===== src/hw/ppom_pkg.sv =====
// constants and types shared by the port pin override mux
package ppom_pkg;
    // ==========================================================
    // port geometry and register bus
    localparam int PPOM_PINS = 8;
    localparam int PPOM_AW = 3;
    localparam logic [PPOM_AW-1:0] PPOM_OFS_DIR = 3'h0;
    localparam logic [PPOM_AW-1:0] PPOM_OFS_OUT = 3'h1;
    localparam logic [PPOM_AW-1:0] PPOM_OFS_IN = 3'h2;
    localparam logic [PPOM_AW-1:0] PPOM_OFS_CTRL = 3'h3;
    // ==========================================================
    // control register fields and register reset values
    localparam int PPOM_CTRL_PUD_BIT = 0;
    localparam int PPOM_CTRL_REF_BIT = 1;
    localparam logic [7:0] PPOM_DIR_RST = 8'h00;
    localparam logic [7:0] PPOM_OUT_RST = 8'h00;
    localparam logic [1:0] PPOM_CTRL_RST = 2'h0;
    // ==========================================================
    // fixed pin roles on this port
    localparam int PPOM_PIN_REF = 0;
    localparam int PPOM_PIN_T0CNT = 3;
    localparam int PPOM_PIN_SCLK = 4;
    localparam int PPOM_PIN_SDO = 5;
    localparam int PPOM_PIN_SDI = 6;
    localparam int PPOM_PIN_CAP = 7;
    // ==========================================================
    // controller sleep states
    typedef enum logic [2:0] {
        PPOM_ACTIVE = 3'h0,
        PPOM_IDLE = 3'h1,
        PPOM_POWERDOWN = 3'h3,
        PPOM_POWERSAVE = 3'h2,
        PPOM_STANDBY = 3'h6
    } ppom_sleep_t;
endpackage


===== src/hw/ppom_sync.sv =====
// two-stage synchroniser for a vector of independent levels
module ppom_sync import ppom_pkg::*; #(
    parameter int WIDTH = PPOM_PINS
) (
    input wire logic clk,
    input wire logic rst,
    input wire logic [WIDTH-1:0] async_in,
    output logic [WIDTH-1:0] sync_out
);
    logic [WIDTH-1:0] stage1_r;
    // first stage feeds only the second stage
    always_ff @(posedge clk) begin
        if (rst) begin
            stage1_r <= '0;
            sync_out <= '0;
        end else begin
            stage1_r <= async_in;
            sync_out <= stage1_r;
        end
    end
endmodule // ppom_sync


===== src/hw/ppom_pin_cell.sv =====
// combinational override merge for one port pin
module ppom_pin_cell import ppom_pkg::*; (
    input wire logic pinDirectionBit,
    input wire logic pinOutputBit,
    input wire logic globalPullupDisable,
    input wire logic sleepClamp,
    input wire logic pullupOvrEn,
    input wire logic pullupOvrVal,
    input wire logic dirOvrEn,
    input wire logic dirOvrVal,
    input wire logic outvalOvrEn,
    input wire logic outvalOvrVal,
    input wire logic inenOvrEn,
    input wire logic inenOvrVal,
    input wire logic padIn,
    output logic pullupOn,
    output logic driveEn,
    output logic driveVal,
    output logic digIn
);
    // ==========================================================
    // pull-up, driver and value selection, no storage so it acts in-cycle
    wire logic plainPullup = ~pinDirectionBit & pinOutputBit & ~globalPullupDisable;
    wire logic inEnable = inenOvrEn ? inenOvrVal : ~sleepClamp;
    assign pullupOn = pullupOvrEn ? pullupOvrVal : plainPullup;
    assign driveEn = dirOvrEn ? dirOvrVal : pinDirectionBit;
    assign driveVal = outvalOvrEn ? outvalOvrVal : pinOutputBit;
    // disabled input is clamped low ahead of the trigger, avoiding float current
    assign digIn = padIn & inEnable;
endmodule // ppom_pin_cell


===== src/hw/ppom_port.sv =====
// port A pin logic: registers, per-pin override merge and peripheral routing
//
// Local design decisions: the strobed register port and the placing of the registers.
module ppom_port import ppom_pkg::*; (
    input wire logic clk,
    input wire logic rst,
    input wire logic [PPOM_AW-1:0] regAddr,
    input wire logic [7:0] regWdata,
    input wire logic regWrite,
    input wire logic regRead,
    output logic [7:0] regRdata,
    input wire logic [2:0] sleepState,
    input wire logic [7:0] pullupOvrEn,
    input wire logic [7:0] pullupOvrVal,
    input wire logic [7:0] dirOvrEn,
    input wire logic [7:0] dirOvrVal,
    input wire logic [7:0] outvalOvrEn,
    input wire logic [7:0] outvalOvrVal,
    input wire logic [7:0] toggleOvrEn,
    input wire logic [7:0] inenOvrEn,
    input wire logic [7:0] inenOvrVal,
    input wire logic serialDataOutEn,
    input wire logic serialDataOut,
    input wire logic timer1MatchAOutEn,
    input wire logic timer1MatchAOut,
    input wire logic timer1MatchBOutEn,
    input wire logic timer1MatchBOut,
    input wire logic timer0MatchBOutEn,
    input wire logic timer0MatchBOut,
    input wire logic [7:0] padIn,
    output logic [7:0] padOut,
    output logic [7:0] padOe,
    output logic [7:0] padPullup,
    output logic [7:0] pinRawIn,
    output logic [7:0] pinChangeSrc,
    output logic timer0CountIn,
    output logic timer1CountIn,
    output logic serialIfClock,
    output logic serialDataIn,
    output logic timer1CaptureIn
);
    // ==========================================================
    // register state
    logic [7:0] dirReg_r;
    logic [7:0] dirReg_nxt;
    logic [7:0] outReg_r;
    logic [7:0] outReg_nxt;
    logic [1:0] ctrlReg_r;
    logic [1:0] ctrlReg_nxt;
    logic [7:0] rdata_nxt;
    logic [7:0] pinInSync;
    logic [7:0] periphSync;
    logic [7:0] cellPullup;
    logic [7:0] cellDriveEn;
    logic [7:0] cellDriveVal;
    logic [7:0] digIn;

    // one set of strobes serves the whole port; decode is shared by all pins
    wire logic wrDir = regWrite && (regAddr == PPOM_OFS_DIR);
    wire logic wrOut = regWrite && (regAddr == PPOM_OFS_OUT);
    wire logic wrIn = regWrite && (regAddr == PPOM_OFS_IN);
    wire logic wrCtrl = regWrite && (regAddr == PPOM_OFS_CTRL);
    wire logic globalPullupDisable = ctrlReg_r[PPOM_CTRL_PUD_BIT];
    wire logic adcRefSelectBit = ctrlReg_r[PPOM_CTRL_REF_BIT];

    // deep sleep states clamp, idle and active leave inputs live
    wire logic sleepClamp = (sleepState == PPOM_POWERDOWN) || (sleepState == PPOM_POWERSAVE)
        || (sleepState == PPOM_STANDBY);

    // ==========================================================
    // next-state decode
    assign dirReg_nxt = wrDir ? regWdata : dirReg_r;
    // a write lands first, then input-register writes and toggle overrides flip it
    assign outReg_nxt = (wrOut ? regWdata : outReg_r) ^ (wrIn ? regWdata : 8'h00) ^ toggleOvrEn;
    assign ctrlReg_nxt = wrCtrl ? regWdata[1:0] : ctrlReg_r;
    // unmapped offsets read as zero
    assign rdata_nxt = !regRead ? 8'h00 :
        (regAddr == PPOM_OFS_DIR) ? dirReg_r :
        (regAddr == PPOM_OFS_OUT) ? outReg_r :
        (regAddr == PPOM_OFS_IN) ? pinInSync :
        (regAddr == PPOM_OFS_CTRL) ? {6'h00, ctrlReg_r} : 8'h00;

    // registers and read data, read answer valid only the cycle after the strobe
    always_ff @(posedge clk) begin
        if (rst) begin
            dirReg_r <= PPOM_DIR_RST;
            outReg_r <= PPOM_OUT_RST;
            ctrlReg_r <= PPOM_CTRL_RST;
            regRdata <= 8'h00;
        end else begin
            dirReg_r <= dirReg_nxt;
            outReg_r <= outReg_nxt;
            ctrlReg_r <= ctrlReg_nxt;
            regRdata <= rdata_nxt;
        end
    end

    // ==========================================================
    // built-in peripheral requests joined with the generic override ports
    wire logic [7:0] fixedOvEn = {timer0MatchBOutEn, timer1MatchAOutEn,
        serialDataOutEn | timer1MatchBOutEn, 5'h00};
    wire logic [7:0] fixedOvVal = {timer0MatchBOut, timer1MatchAOut,
        serialDataOutEn ? serialDataOut : timer1MatchBOut, 5'h00};
    wire logic [7:0] effOvEn = outvalOvrEn | fixedOvEn;
    wire logic [7:0] effOvVal = (fixedOvEn & fixedOvVal) | (~fixedOvEn & outvalOvrVal);

    // one merge cell per pin; no flop sits between override and pad
    genvar gi;
    generate
        for (gi = 0; gi < PPOM_PINS; gi++) begin : g_pin
            ppom_pin_cell u_cell (
                .pinDirectionBit(dirReg_r[gi]),
                .pinOutputBit(outReg_r[gi]),
                .globalPullupDisable(globalPullupDisable),
                .sleepClamp(sleepClamp),
                .pullupOvrEn(pullupOvrEn[gi]),
                .pullupOvrVal(pullupOvrVal[gi]),
                .dirOvrEn(dirOvrEn[gi]),
                .dirOvrVal(dirOvrVal[gi]),
                .outvalOvrEn(effOvEn[gi]),
                .outvalOvrVal(effOvVal[gi]),
                .inenOvrEn(inenOvrEn[gi]),
                .inenOvrVal(inenOvrVal[gi]),
                .padIn(padIn[gi]),
                .pullupOn(cellPullup[gi]),
                .driveEn(cellDriveEn[gi]),
                .driveVal(cellDriveVal[gi]),
                .digIn(digIn[gi])
            );
        end
    endgenerate

    // ==========================================================
    // pad side; reference pin gives way to the analog reference
    wire logic [7:0] refMask = adcRefSelectBit ? 8'h01 << PPOM_PIN_REF : 8'h00;
    assign padPullup = cellPullup & ~refMask;
    assign padOe = cellDriveEn & ~refMask;
    assign padOut = cellDriveVal;

    // ==========================================================
    // input paths: raw trigger output out, own copies synchronised
    ppom_sync #(.WIDTH(PPOM_PINS)) u_read_sync (
        .clk(clk),
        .rst(rst),
        .async_in(digIn),
        .sync_out(pinInSync)
    );
    ppom_sync #(.WIDTH(PPOM_PINS)) u_periph_sync (
        .clk(clk),
        .rst(rst),
        .async_in(digIn),
        .sync_out(periphSync)
    );
    assign pinRawIn = digIn;
    assign pinChangeSrc = periphSync;
    // count and serial clock inputs are clocks, so they stay raw
    assign timer0CountIn = digIn[PPOM_PIN_T0CNT];
    assign timer1CountIn = digIn[PPOM_PIN_SCLK];
    assign serialIfClock = digIn[PPOM_PIN_SCLK];
    assign serialDataIn = periphSync[PPOM_PIN_SDI];
    assign timer1CaptureIn = periphSync[PPOM_PIN_CAP];

    generate
        for (gi = 0; gi < PPOM_PINS; gi++) begin : g_chk

        end
    endgenerate
endmodule // ppom_port


===== config.mk =====
export PLATFORM = sky130hd
export DESIGN_NAME = ppom_port
export DESIGN_NICKNAME = d
export VERILOG_FILES = /design/src/hw/ppom_pkg.sv /design/src/hw/ppom_sync.sv /design/src/hw/ppom_pin_cell.sv /design/src/hw/ppom_port.sv
export SDC_FILE = /design/constraint.sdc
export NUM_CORES = 1
export LEC_CHECK = 0
export BUFFER_PORTS_ARGS = -buffer_cell sky130_fd_sc_hd__buf_2
export CORE_MARGIN = 4
export CORE_UTILIZATION = 51
export CTS_BUF_LIST = sky130_fd_sc_hd__clkbuf_8
export DETAILED_ROUTE_END_ITERATION = 8
export GPL_TIMING_DRIVEN = 0
export PLACE_DENSITY = 0.92
export SYNTH_ARGS = -nofsm -noshare
export SYNTH_HDL_FRONTEND = slang
export SYNTH_HIERARCHICAL = 1
export SYNTH_SLANG_ARGS = --single-unit

===== constraint.sdc =====
create_clock -name clk -period 3.4 [get_ports clk]
set_input_delay 0.68 -clock clk [delete_from_list [all_inputs] [get_ports clk]]
set_output_delay 0.68 -clock clk [all_outputs]
set_load 0.03 [all_outputs]

==> summary.md <==
| Metric | Value |
|---|---|
| Slew headroom | 0.5405 |
| Startpoint Class | primary input |
| Leak Pwr | about 2 nW |
| Vias in the first global route | 3203 |
| CTS tree | built |
| Setup TNS | 0 ns |
| Fin cells | 593 |
| CP Class | in2out |
| Reg power frac | 0.400 |
| Primary FF master, synth | dfxtp_1 |
| Synth Area in Compound Gates | 0.1852 |
| Synth top cells by count | 58 x dfxtp_1, 51 x nand2_1, 24 x a21oi_1 |
| Total internal power | around 0.0013 W |
| Mean post-synth cell area | 9.035 um2 |
| GRT overflow | 0 |
| Largest net degree at the start of global routing | 16 |
| Sw Pwr | 0.0005250 W |
| Post-synthesis cell type count | 34 |
| Combinational power share | 0.210 |
| Worst Setup End Kind | output pin |
| Latest clock arrival within the worst-skew pair | 0.35 ns |
| Worst Setup Slack, final | roughly 0.78 ns |
| Port buffer count | 158 |
| Post-Route Skew | 0.007203 ns |
| Max_cap viols | 0 |
| Die Footprint | ~7400 um2 |
| Clk buf depth | 2 |
| Slew Viols, Final | 0 |
| Synth Area in Simple Gates | 0.2963 |
| Residual DRC count | 0 |
| Nets@finish | between 600 and 700 |
| Top-area cell type share of the netlist area | 0.3736 |
| WP data arrival | 1.94 ns |
| Wire per inst | 14.48 um |
| Syn nets | 450 |
| Starting DRT DRC Count | 180 |
| Yosys warns | 6 |
| Routed Antenna Nets | 0 |
| Sink Count | 58 |
| Post-synth EDFFs | 0 |
| Peak supply drop | roughly 290 uV |
| Routed WL | around 8.6 mm |
| Number of buffers created by CTS | 9 |
| Adder-cell share of the synthesized area | 0 |
| Synth Area in XOR/XNOR | 0 |
| GPL Wtd Cong | 0.8196 |
| Synthesis-to-layout area growth | 35.47% |
| Clock tree root driver cell | clkbuf_8 |
| Die span in x | 86.07 um |
| Post-synth top area cell | dfxtp_1 |
| # IOs | 159 |
| Mux cell area share after synthesis | 0.06039 |
| Seq/Total Area, Yosys | 0.3736 |
| Floorplan row count | 28 |
| Synth area leaders | dfxtp_1 37%, nand2_1 6.2%, buf_4 5.3%, nor2b_2 4.2%, o41ai_2 4.2% |
| Critical Path RT | roughly 2.7 ns |
| Final worst-path cycle share | 0.7718 |
| Post-DP HPWL | 6.558 mm |
| Sw frac | 0.2895 |
| Htree depth | 3 |
| Power share of the clock group | 0.389 |
| CTS Hold Bufs | 0 |
| Initial antenna violation count | 0 |
| First-pass GRT wire length | 13.83 mm |
| Placement Setup Slack | 0.7332 ns |
| RSZ-0062 raised after global routing | no |
| Worst hold path class | reg2reg |
| Worst-Margin Slew | 0.6831 ns |
| Setup Fix Bufs, Post-CTS | 0 |
| Fin util | 0.7111 |
| FFs w/ async S/R, synth | 0 |
| Main combinational cell family by area after synthesis | simple AND/OR/NAND/NOR gates |
| DR vias/cell | 5.390 |
| Setup violators final | 0 |
| Synth Instances | ~340 |
| Reg clk slew, reported paths | ~0.070 ns |
| Drt pass-1 iters | 4 |
| Overall die height | 86.07 um |
| Critical Path Fanout Max | 8 |
| Post-cts sizing count | 0 |
| Global Route Usage Sum | 0.2353 |
| Layout cells sized above 1 | 0.5193 |
| Placed cells | about 580 |
| Vias | 3196 |
| Flops & latches, synth | 58 |
| Status | completed |
| Count leader, synth | dfxtp_1 |
| Final-report hold violation count | 0 |
| Mapped cell area | 3108 um2 |
| Antenna diodes | 0 |
| Starting Density | 0.5249 |
| Tmin final | 2.624 ns |
| Peak Freq | 381.1 MHz |
| Worst hold slack | 0.4355 ns |
| Core box area | between 5000 and 6000 um2 |
| Pwr dens | about 430 nW/um2 |
cell families after synthesis:
group           count (synthesis)
flops                          58
buf+inv                        40
compound gates                 72
mux                            15
simple gates                  159
sequential cells by signal (all words and copies together) (netlist names):
register                flops
u_periph_sync/sync_out      8
u_periph_sync/stage1_r      8
dirReg_r                    8
u_read_sync/stage1_r        8
u_read_sync/sync_out        8
regRdata                    8
ctrlReg_r                   2
outReg_r                    8
final cells by class:
class / count / area (um2)
clock buffers: 9 / 123.9
repair buffers: 158 / 790.8
multi-input cells: 246 / 1684
flip-flops and latches: 58 / 1161
fillers: 472 / 1710
clock inverters: 7 / 93.84
well taps: 75 / 93.84
plain buffers: 32 / 232.7
inverters: 8 / 30.03
worst max-delay path, stage by stage:
cell	delay [ns]
buf_2	0.09
a21boi_0	0.55
or2_1	0.20
a21boi_1	0.11
buf_4	0.15
buf_2	0.17
worst paths after layout:
kind	cells after the start	endpoint	startpoint	slack [ns]
max	6	timer1CountIn	sleepState[2]	0.78
min	1	u_read_sync/sync_out[4]$_SDFF_PP0_	u_read_sync/stage1_r[4]$_SDFF_PP0_	0.44
max reg2reg	2	regRdata[0]$_SDFF_PP0_	ctrlReg_r[0]$_SDFFE_PP0P_	2.05
min reg2reg	1	u_read_sync/sync_out[4]$_SDFF_PP0_	u_read_sync/stage1_r[4]$_SDFF_PP0_	0.44
placed cells by master (no fill, tap or decap), types with 10 or more instances in the layout:
cell / instances
mux2_2: 10
or2_2: 10
and2b_2: 12
nor2_1: 12
nor2b_2: 15
a21oi_1: 24
nand2_1: 51
nor2b_1: 14
dfxtp_1: 58
buf_4: 22
buf_2: 161
per-stage QoR:
step / power [W] / cell area (um2)
after floorplan: 0.0009793 / 3108
after global placement: 0.001107 / 3993
after detailed placement: 0.001121 / 3993
after CTS: 0.001816 / 4210
after global routing: 0.001891 / 4210
final: 0.001813 / 4210
routing by layer:
metal	GRT usage	share of wire	vias up
met5	0	0	-
met4	0.09928	0.015	0
met3	0.08549	0.12	12
met2	0.4303	0.51	177
met1	0.2389	0.36	1488
li1	-	-	1519
power groups by stage:
stage	Clock [W]	Sequential (W)	Combinational, W
6_report	0.000706	0.000726	0.000381
5_1_grt	0.000747	0.000729	0.000414
4_1_cts	0.000708	0.000726	0.000383
3_5_place_dp	0	0.000741	0.000380
3_3_place_gp	0	0.000740	0.000367
2_1_floorplan	0	0.000744	0.000236
Note: power is estimated with default switching activity, not from simulation.
